## src/rtl/gpcde_pkg.sv

```systemverilog
// Constants shared by the three-port parallel I/O block.
// Assumes a 32-bit APB slave with register index = byte address / 4.
package gpcde_pkg;
   // Register indices; byte address is index times four
   localparam logic [5:0] IDX_C_DATA = 6'h02;
   localparam logic [5:0] IDX_D_DATA = 6'h03;
   localparam logic [5:0] IDX_E_DATA = 6'h08;
   localparam logic [5:0] IDX_C_DIR = 6'h06;
   localparam logic [5:0] IDX_D_DIR = 6'h07;
   localparam logic [5:0] IDX_E_DIR = 6'h0A;
   localparam logic [5:0] IDX_SER_CFG = 6'h0B;
   // Widths and field positions
   localparam int C_W = 5;
   localparam int D_W = 2;
   localparam int E_W = 2;
   localparam int MCLK_PIN = 2;
   localparam int CLK_EN_BIT = 7;
   localparam int SER_EN_BIT = 0;
   localparam int SER_ALT_BIT = 1;
   localparam int TXD_PIN = 0;
   localparam int RXD_PIN = 1;
   // Reset values of control state
   localparam logic [4:0] DIR_C_RST = 5'h00;
   localparam logic [1:0] DIR_DE_RST = 2'h0;
   localparam logic CTRL_BIT_RST = 1'b0;
endpackage

```

## src/rtl/gpcde_top.sv

```systemverilog
// Three small parallel ports (5, 2 and 2 pins) behind an APB slave.
// Assumes APB on core_clk_i, sync active-high reset, pads outside.
//
// Overview of operation
// - Five-pin bidirectional port, one latch per pin, shared pins.
// - Five-pin latches are read/write; reset leaves them unchanged.
// - Direction bit 1 drives the pin, 0 makes it a Hi-Z input.
// - Clock enable drives bus clock on five-pin bit 2, overriding direction.
// - Reset clears five direction bits and the clock enable.
// - Five-pin read gives latch for outputs, pin level for inputs; bit 2 reads zero under clock out.
// - Latch writes accepted except bit 2 under clock out; input pins read back unchanged.
// - Two-pin timer port with read/write latches.
// - Reset clears both timer port direction bits.
// - Timer port read gives latch for outputs, pin for inputs.
// - Two-pin serial port with latches that reset leaves unchanged.
// - Reset clears both serial port direction bits.
// - Serial port read gives latch for outputs, pin for inputs.
// - Receive on serial bit 1, transmit on bit 0, alternate location selectable.
// - Serial module disabled returns serial pins to port control.
`timescale 1ns/1ps
module gpcde_top
   import gpcde_pkg::*;
(
   // Clock and reset
   input wire logic core_clk_i,
   input wire logic sys_rst_i,
   // APB slave
   input wire logic psel_i,
   input wire logic penable_i,
   input wire logic pwrite_i,
   input wire logic [7:0] paddr_i,
   input wire logic [31:0] pwdata_i,
   output logic [31:0] prdata_o,
   output logic pready_o,
   output logic pslverr_o,
   // Five-pin port
   input wire logic [C_W-1:0] pin_c_i,
   output logic [C_W-1:0] pin_c_o,
   output logic [C_W-1:0] pin_c_oe_o,
   // Timer port
   input wire logic [D_W-1:0] pin_d_i,
   output logic [D_W-1:0] pin_d_o,
   output logic [D_W-1:0] pin_d_oe_o,
   output logic [D_W-1:0] timer_in_o,
   // Serial port and alternate serial pins
   input wire logic [E_W-1:0] pin_e_i,
   output logic [E_W-1:0] pin_e_o,
   output logic [E_W-1:0] pin_e_oe_o,
   input wire logic alt_rxd_i,
   output logic alt_txd_o,
   output logic alt_txd_oe_o,
   // Serial module side
   input wire logic ser_txd_i,
   output logic ser_rxd_o
);
   logic [C_W-1:0] lat_c_q, lat_c_d, dir_c_q, dir_c_d, rd_c, lvl_c;
   logic [D_W-1:0] lat_d_q, lat_d_d, dir_d_q, dir_d_d, rd_d, lvl_d;
   logic [E_W-1:0] lat_e_q, lat_e_d, dir_e_q, dir_e_d, rd_e, lvl_e;
   logic clk_en_q, clk_en_d, ser_en_q, ser_en_d, ser_alt_q, ser_alt_d;
   logic [31:0] prdata_q, prdata_d;
   logic slverr_q, slverr_d;
   logic ser_rxd_q, ser_rxd_d, alt_rxd_lvl, ser_on;
   logic setup, access, wr, aligned, mapped;
   logic [5:0] idx;
   ////////////////////////////////////////////////////////////////////////
   // APB decode; zero wait states, data prepared in the setup cycle
   assign setup = psel_i & ~penable_i;
   assign access = psel_i & penable_i;
   assign wr = access & pwrite_i;
   assign idx = paddr_i[7:2];
   assign aligned = (paddr_i[1:0] == 2'h0);
   assign mapped = aligned & ((idx == IDX_C_DATA) | (idx == IDX_D_DATA) |
      (idx == IDX_E_DATA) | (idx == IDX_C_DIR) | (idx == IDX_D_DIR) |
      (idx == IDX_E_DIR) | (idx == IDX_SER_CFG));
   assign pready_o = 1'b1;
   assign pslverr_o = access & slverr_q;
   assign prdata_o = prdata_q;
   ////////////////////////////////////////////////////////////////////////
   // Register writes
   always_comb begin
      lat_c_d = lat_c_q;
      lat_d_d = lat_d_q;
      lat_e_d = lat_e_q;
      dir_c_d = dir_c_q;
      dir_d_d = dir_d_q;
      dir_e_d = dir_e_q;
      clk_en_d = clk_en_q;
      ser_en_d = ser_en_q;
      ser_alt_d = ser_alt_q;
      if (wr && aligned) begin
         case (idx)
            IDX_C_DATA: begin
               lat_c_d = pwdata_i[C_W-1:0];
               // bit 2 frozen under clock out
               if (clk_en_q) begin
                  lat_c_d[MCLK_PIN] = lat_c_q[MCLK_PIN];
               end
            end
            IDX_D_DATA: lat_d_d = pwdata_i[D_W-1:0];
            IDX_E_DATA: lat_e_d = pwdata_i[E_W-1:0];
            IDX_C_DIR: begin
               dir_c_d = pwdata_i[C_W-1:0];
               clk_en_d = pwdata_i[CLK_EN_BIT];
            end
            IDX_D_DIR: dir_d_d = pwdata_i[D_W-1:0];
            IDX_E_DIR: dir_e_d = pwdata_i[E_W-1:0];
            IDX_SER_CFG: begin
               ser_en_d = pwdata_i[SER_EN_BIT];
               ser_alt_d = pwdata_i[SER_ALT_BIT];
            end
            default: ;
         endcase
      end
   end
   always_ff @(posedge core_clk_i) begin
      lat_c_q <= lat_c_d;
      lat_d_q <= lat_d_d;
      lat_e_q <= lat_e_d;
   end
   always_ff @(posedge core_clk_i) begin
      if (sys_rst_i) begin
         dir_c_q <= DIR_C_RST;
         clk_en_q <= CTRL_BIT_RST;
         dir_d_q <= DIR_DE_RST;
         dir_e_q <= DIR_DE_RST;
         ser_en_q <= CTRL_BIT_RST;
         ser_alt_q <= CTRL_BIT_RST;
      end else begin
         dir_c_q <= dir_c_d;
         clk_en_q <= clk_en_d;
         dir_d_q <= dir_d_d;
         dir_e_q <= dir_e_d;
         ser_en_q <= ser_en_d;
         ser_alt_q <= ser_alt_d;
      end
   end
   ////////////////////////////////////////////////////////////////////////
   // Read data, captured in setup so prdata_o comes from a flop
   always_comb begin
      prdata_d = prdata_q;
      slverr_d = slverr_q;
      if (setup) begin
         prdata_d = 32'h0000_0000;
         slverr_d = ~mapped;
         if (!pwrite_i && aligned) begin
            case (idx)
               IDX_C_DATA: begin
                  prdata_d[C_W-1:0] = rd_c;
                  if (clk_en_q) begin
                     prdata_d[MCLK_PIN] = 1'b0;
                  end
               end
               IDX_D_DATA: prdata_d[D_W-1:0] = rd_d;
               IDX_E_DATA: prdata_d[E_W-1:0] = rd_e;
               IDX_C_DIR: begin
                  prdata_d[C_W-1:0] = dir_c_q;
                  prdata_d[CLK_EN_BIT] = clk_en_q;
               end
               IDX_D_DIR: prdata_d[D_W-1:0] = dir_d_q;
               IDX_E_DIR: prdata_d[E_W-1:0] = dir_e_q;
               IDX_SER_CFG: begin
                  prdata_d[SER_EN_BIT] = ser_en_q;
                  prdata_d[SER_ALT_BIT] = ser_alt_q;
               end
               default: ;
            endcase
         end
      end
   end
   always_ff @(posedge core_clk_i) begin
      if (sys_rst_i) begin
         prdata_q <= 32'h0000_0000;
         slverr_q <= 1'b0;
      end else begin
         prdata_q <= prdata_d;
         slverr_q <= slverr_d;
      end
   end
   ////////////////////////////////////////////////////////////////////////
   // Pins. Clock out is the raw bus clock; gated, so it can glitch: the enable
   // changes just after the rising edge, while the clock is high (it is a flop).
   // five-pin, timer and serial port cells
   genvar gi;
   generate
      for (gi = 0; gi < C_W; gi++) begin : g_c
         gpcde_pin u_pin (
            .core_clk_i(core_clk_i), .sys_rst_i(sys_rst_i),
            .pin_i(pin_c_i[gi]), .pin_o(pin_c_o[gi]),
            .pin_oe_o(pin_c_oe_o[gi]), .dir_i(dir_c_q[gi]),
            .latch_i(lat_c_q[gi]), .level_o(lvl_c[gi]), .rd_o(rd_c[gi]),
            .alt_en_i(clk_en_q && (gi == MCLK_PIN)),
            .alt_val_i(core_clk_i), .alt_oe_i(1'b1)
         );
      end
      for (gi = 0; gi < D_W; gi++) begin : g_d
         gpcde_pin u_pin (
            .core_clk_i(core_clk_i), .sys_rst_i(sys_rst_i),
            .pin_i(pin_d_i[gi]), .pin_o(pin_d_o[gi]),
            .pin_oe_o(pin_d_oe_o[gi]), .dir_i(dir_d_q[gi]),
            .latch_i(lat_d_q[gi]), .level_o(lvl_d[gi]), .rd_o(rd_d[gi]),
            .alt_en_i(1'b0), .alt_val_i(1'b0), .alt_oe_i(1'b0)
         );
      end
      for (gi = 0; gi < E_W; gi++) begin : g_e
         gpcde_pin u_pin (
            .core_clk_i(core_clk_i), .sys_rst_i(sys_rst_i),
            .pin_i(pin_e_i[gi]), .pin_o(pin_e_o[gi]),
            .pin_oe_o(pin_e_oe_o[gi]), .dir_i(dir_e_q[gi]),
            .latch_i(lat_e_q[gi]), .level_o(lvl_e[gi]), .rd_o(rd_e[gi]),
            // serial owns pins only while enabled
            .alt_en_i(ser_on), .alt_val_i(ser_txd_i), .alt_oe_i(gi == TXD_PIN)
         );
      end
   endgenerate
   assign timer_in_o = lvl_d;
   // serial pin mapping and alternate location
   assign ser_on = ser_en_q & ~ser_alt_q;
   assign alt_txd_o = ser_txd_i;
   assign alt_txd_oe_o = ser_en_q & ser_alt_q;
   gpcde_sync u_alt_rxd (
      .core_clk_i(core_clk_i), .sys_rst_i(sys_rst_i),
      .async_i(alt_rxd_i), .sync_o(alt_rxd_lvl)
   );
   // Idle high when the receiver has no pin
   always_comb begin
      ser_rxd_d = 1'b1;
      if (ser_en_q) begin
         ser_rxd_d = ser_alt_q ? alt_rxd_lvl : lvl_e[RXD_PIN];
      end
   end
   always_ff @(posedge core_clk_i) begin
      if (sys_rst_i) begin
         ser_rxd_q <= 1'b1;
      end else begin
         ser_rxd_q <= ser_rxd_d;
      end
   end
   assign ser_rxd_o = ser_rxd_q;
endmodule // gpcde_top

```

## src/rtl/gpcde_sync.sv

```systemverilog
// Two-flop synchroniser for one asynchronous pin level.
// Assumes sys_rst_i is synchronous to core_clk_i.
`timescale 1ns/1ps
module gpcde_sync (
   // Clock and reset
   input wire logic core_clk_i,
   input wire logic sys_rst_i,
   // Level
   input wire logic async_i,
   output logic sync_o
);
   logic meta_q, meta_d, sync_q, sync_d;

   always_comb begin
      meta_d = async_i;
      sync_d = meta_q;
   end

   always_ff @(posedge core_clk_i) begin
      if (sys_rst_i) begin
         meta_q <= 1'b0;
         sync_q <= 1'b0;
      end else begin
         meta_q <= meta_d;
         sync_q <= sync_d;
      end
   end

   assign sync_o = sync_q;
endmodule // gpcde_sync

```

## src/rtl/gpcde_pin.sv

```systemverilog
// One bidirectional port pin: output select, enable and read mux.
// Assumes the pad resolves pin_o and pin_oe_o into the wire level.
`timescale 1ns/1ps
module gpcde_pin (
   // Clock and reset
   input wire logic core_clk_i,
   input wire logic sys_rst_i,
   // Pad side
   input wire logic pin_i,
   output logic pin_o,
   output logic pin_oe_o,
   // Register side
   input wire logic dir_i,
   input wire logic latch_i,
   // Alternate function takes the pin over
   input wire logic alt_en_i,
   input wire logic alt_val_i,
   input wire logic alt_oe_i,
   // Synchronised level and read value
   output logic level_o,
   output logic rd_o
);
   logic level;

   gpcde_sync u_sync (
      .core_clk_i(core_clk_i),
      .sys_rst_i(sys_rst_i),
      .async_i(pin_i),
      .sync_o(level)
   );

   assign pin_o = alt_en_i ? alt_val_i : latch_i;
   assign pin_oe_o = alt_en_i ? alt_oe_i : dir_i;
   // Output pins read back the latch, inputs read the pin
   assign rd_o = dir_i ? latch_i : level;
   assign level_o = level;
endmodule // gpcde_pin

```

## config.mk

```make
export PLATFORM = sky130hd
export DESIGN_NAME = gpcde_top
export DESIGN_NICKNAME = d
export VERILOG_FILES = /design/src/rtl/gpcde_pkg.sv /design/src/rtl/gpcde_top.sv /design/src/rtl/gpcde_sync.sv /design/src/rtl/gpcde_pin.sv
export SDC_FILE = /design/constraint.sdc
export NUM_CORES = 1
export LEC_CHECK = 0
export ABC_AREA = 1
export BUFFER_PORTS_ARGS = -buffer_cell sky130_fd_sc_hd__buf_2
export CORE_MARGIN = 3
export CORE_UTILIZATION = 45
export DETAILED_ROUTE_END_ITERATION = 8
export HOLD_SLACK_MARGIN = 0.05
export PLACE_DENSITY = 0.82
export SLEW_MARGIN = 20
export SYNTH_ARGS = -nofsm -noshare
export SYNTH_HDL_FRONTEND = slang
export SYNTH_HIERARCHICAL = 1
export SYNTH_SLANG_ARGS = --single-unit
export TNS_END_PERCENT = 20
```

## constraint.sdc

```tcl
create_clock -name core_clk_i -period 3.6 [get_ports core_clk_i]
set_clock_uncertainty 0.1 [all_clocks]
set_input_delay 0.36 -clock core_clk_i [delete_from_list [all_inputs] [get_ports core_clk_i]]
set_output_delay 0.36 -clock core_clk_i [all_outputs]
set_load 0.05 [all_outputs]
```

== Word level (Yosys, flattened, before mapping) ==
Index checks and enable logic that the tools add are counted.

* Register bits after elaboration: 49
* Bits of input ports: 56
* Output and inout bits: 57
* Word-level logic and storage cells: 93

* Equality and inequality tests: 7
* Mux-type cells: 22
* Bitwise operators: 18
* Reductions and logical operators: 13

{| class="wikitable"
|+ Operators with widths
! operator !! count
|-
| $mux W1 || 19
|-
| $eq A6 B4 Y1 const B || 3
|-
| $pmux W2 S7 || 1
|-
| $reduce_and A2 Y1 || 7
|-
| $eq A6 B2 Y1 const B || 2
|-
| $eq A6 B3 Y1 const B || 2
|-
| $and A1 B1 Y1 || 7
|-
| $or A1 B1 Y1 || 6
|-
| $pmux W3 S2 || 1
|-
| $mux W5 || 1
|-
| $not A1 Y1 || 5
|-
| $reduce_and A3 Y1 || 1
|-
| $logic_and A1 B1 Y1 || 2
|-
| $logic_not A2 Y1 || 1
|-
| $reduce_or A2 Y1 || 1
|-
| $logic_not A1 Y1 || 1
|}

== Longest topological paths before layout ==
* Depth in word-level cells: 9
* Gate-level depth with buffers: 9
* Gate-level depth less buffers: 9

== Cells and area by module ==
The synthesis kept the hierarchy.

{| class="wikitable"
|+ Modules (own cells, without submodules)
! module !! times used !! cells an instance !! area an instance (µm²) !! seq. area each (µm²)
|-
| gpcde_top || 1 || 216 || 1,634.1 || 670.6
|-
| gpcde_sync || 10 || 6 || 55.1 || 40.0
|-
| gpcde_pin || 9 || 11 || 41.3 || 0.0
|}

==> impl_results.md <==
- Post-synthesis mux area share: 0
- Fraction of layout cells with a size suffix above 1: 0.1958
- Max-cap violations: 0
- Leading area contributor after synthesis: dfxtp_1
- Max FO, Critical Path: 3
- EDFF count, synth: 9
- # resized after CTS: 0
- Synth area leaders: dfxtp_1 (31%), nand2_1 (17%), edfxtp_1 (11%)
- RSZ-0062 raised after global routing: no
- Total Power: 1.345 mW
- R2r worst-path depth: 9
- Die Ht: 81.37 um
- GPL Wtd Cong: 0.8587
- Dpl cell area: 2919 sq um
- # DRC: 0
- Cells along the critical path: clkbuf_8 -> clkbuf_8 -> nand2_1 -> nand2_1 -> buf_2
- Worst Hold End: g_c[0].u_pin/u_sync/meta_q$_SDFF_PP0_
- Outcome: finished, final reports clean
- Clock-pin slew on the worst setup and hold paths: 0.09 ns
- Top cell type's share of synthesized area: 0.3133
- Ys async rst share: 0
- Max Slew Vio Count: 0
- Starting Density: 0.4821
- CP startpoint kind: clock port
- # rows: 26
- Hold_sp: pin_c_i[0]
- Crit Path Category: clock port to primary output
- First-pass GRT wire length: 8976 um
- Synth Instances: roughly 380
- Buf/Inv on CP: 3
- Seq/Total Area, Yosys: 0.4190
- DR WL/cell: 10.07 um
- Worst path max stage delay: 0.20 ns
- Yosys cell types: 26
- Post-Syn Area: 2556 sq um
- Flop2flop setup slack: 2.34 ns
- Clock latency on the worst-skew pair: 0.41 ns
- Critical Path Slowest Stage Cell: buf_2
- Area Overhead vs Synth: 24.18%
- Post-CTS Hold Buffers: 8
- Crit path max-delay family: buffers and inverters
- DP HPWL: 4208 um
- DIE AREA: 6621 sq um
- CTS tree: done
- Vias in the first global route: 2153
- Xor/xnor share of the synthesized area: 0
- Synth Area in Compound Gates: 0.05972
- Setup violations, final: 0
- Final hold violation count: 0
- DRT antenna net count: 0
- IR drop worst, VDD: 0.2549 mV
- Hold depth: 3
- R2r startpoint: dir_e_q[1]$_SDFFE_PP0P_
- Largest family of logic cells by synthesized area: simple AND/OR/NAND/NOR gates
- Count leader, synth: nand2_1
- Initial antenna violation count: 0
- Ys flop type: dfxtp_1
- Post-route cell area: about 3200 sq um
- Setup_tns: 0 ns
- Number of buffers added on ports: 59
- GR Util All Layers: 0.1790
- Vias per std cell: 4.278
- Via count: about 2400
- CP Data Required Time: 3.14 ns
- RR Endpoint: prdata_o[1]$_SDFFE_PP0P_
- Power density over the cells: 423.8 nW/um^2
- Postcts setup bufs: 0
- Crit end category: primary output
- Ant diodes: 0
- Total Wirelength: 5541 um
- Top-level port count: between 100 and 150
- Avg Cell Area, Syn: 6.817 sq um
- Synth Area in Simple Gates: 0.3372
- Worst Hold Class: input port to register
- Core area: ~5300 sq um
- Synth Register Bits: 49
- Fin nets: 534
- Initial DRC count: about 120
- Syn. warnings: 6
- Arrival time worst endpoint: 2.34 ns
- Adder-cell share of the synthesized area: 0
- Largest net degree at the start of global routing: 26
- Drt pass-1 iters: 4
- Die Span X: 81.37 um
- Final global-route overflow total: 0
- Leak Pwr: 1.649 nW
- Most frequent cells after synthesis: nand2_1 (118), inv_1 (56), nor2_1 (55)
report_power, final:
part / internal [mW] / leakage, nW / total [mW] / switching [mW]
sequential: 0.568 / 0.408 / 0.572 / 0.00348
combinational: 0.0375 / 1.10 / 0.177 / 0.140
clock: 0.299 / 0.139 / 0.596 / 0.297
flip-flops by register name (all words and copies together) (netlist names), 2 cells and up:
signal	flops
lat_d_q	2
g_c.u_pin/u_sync/meta_q	5
dir_d_q	2
lat_c_q	5
g_e.u_pin/u_sync/sync_o	2
g_e.u_pin/u_sync/meta_q	2
dir_e_q	2
lat_e_q	2
g_c.u_pin/u_sync/sync_o	5
g_d.u_pin/u_sync/meta_q	2
g_d.u_pin/u_sync/sync_o	2
prdata_o	6
dir_c_q	5
area by class of cell:
cell class / instances / area, sq um
flip-flops and latches: 49 / 1071
fillers: 499 / 2128
repair buffers: 63 / 360.3
clock buffers: 16 / 177.7
clock inverters: 2 / 12.51
inverters: 64 / 240.2
well taps: 70 / 87.58
multi-input cells: 286 / 1225
through the flow:
step             util  std cells  hold slack, ns  setup slack, ns
5_1_grt        0.5986        550         0.05260           0.7686
4_1_cts        0.5967        549         0.05002           0.7896
6_report       0.5986        550         0.05478           0.8005
3_5_place_dp   0.5505        528          0.2942            1.065
2_1_floorplan       -        429          0.2883            1.019
3_3_place_gp   0.5505        528          0.2899            1.066
worst register-to-register path, delay by kind of cell, from the launching register on:
kind	cells	cell delay [ns]
buf+inv	1	0.07
simple gates	7	0.52
compound gates	1	0.05
flops	1	0.41
cells in the final DEF, fill, tap and decap left out, types with 7 or more instances in the layout:
master / synthesis / layout
conb_1: 2 / 56
nand2_1: 118 / 118
nor2_1: 55 / 55
dlygate4sd3_1: 0 / 9
o21ai_0: 7 / 7
buf_2: 1 / 59
inv_1: 56 / 57
edfxtp_1: 9 / 9
dfxtp_1: 40 / 40
nand3_1: 9 / 9
clkbuf_8: 0 / 9
inv_2: 7 / 7
a21oi_1: 10 / 10
metal layers:
layer / track usage / part of all wire
met1: 0.2015 / 0.42
met4: 0.07095 / 0.011
met5: 0 / 0
met2: 0.3078 / 0.50
met3: 0.06208 / 0.068
how the worst max path moves through the flow:
stage / slack (ns) / cells past startpoint / start / endpoint
global placement: 1.07 / 3 / core_clk_i / pin_c_o[2]
finish: 0.80 / 5 / core_clk_i / pin_c_o[2]
CTS: 0.79 / 5 / core_clk_i / pin_c_o[2]
detailed placement: 1.07 / 3 / core_clk_i / pin_c_o[2]
floorplan: 1.02 / 2 / core_clk_i / pin_c_o[2]
global route: 0.77 / 5 / core_clk_i / pin_c_o[2]
logic make-up after synthesis:
logic type             Yosys count
AND/OR/NAND/NOR                204
AO/OA/AOI/OAI                   26
buffers and inverters           94
flip-flops                      49
other                            2
(Power assumes the default switching activity.)
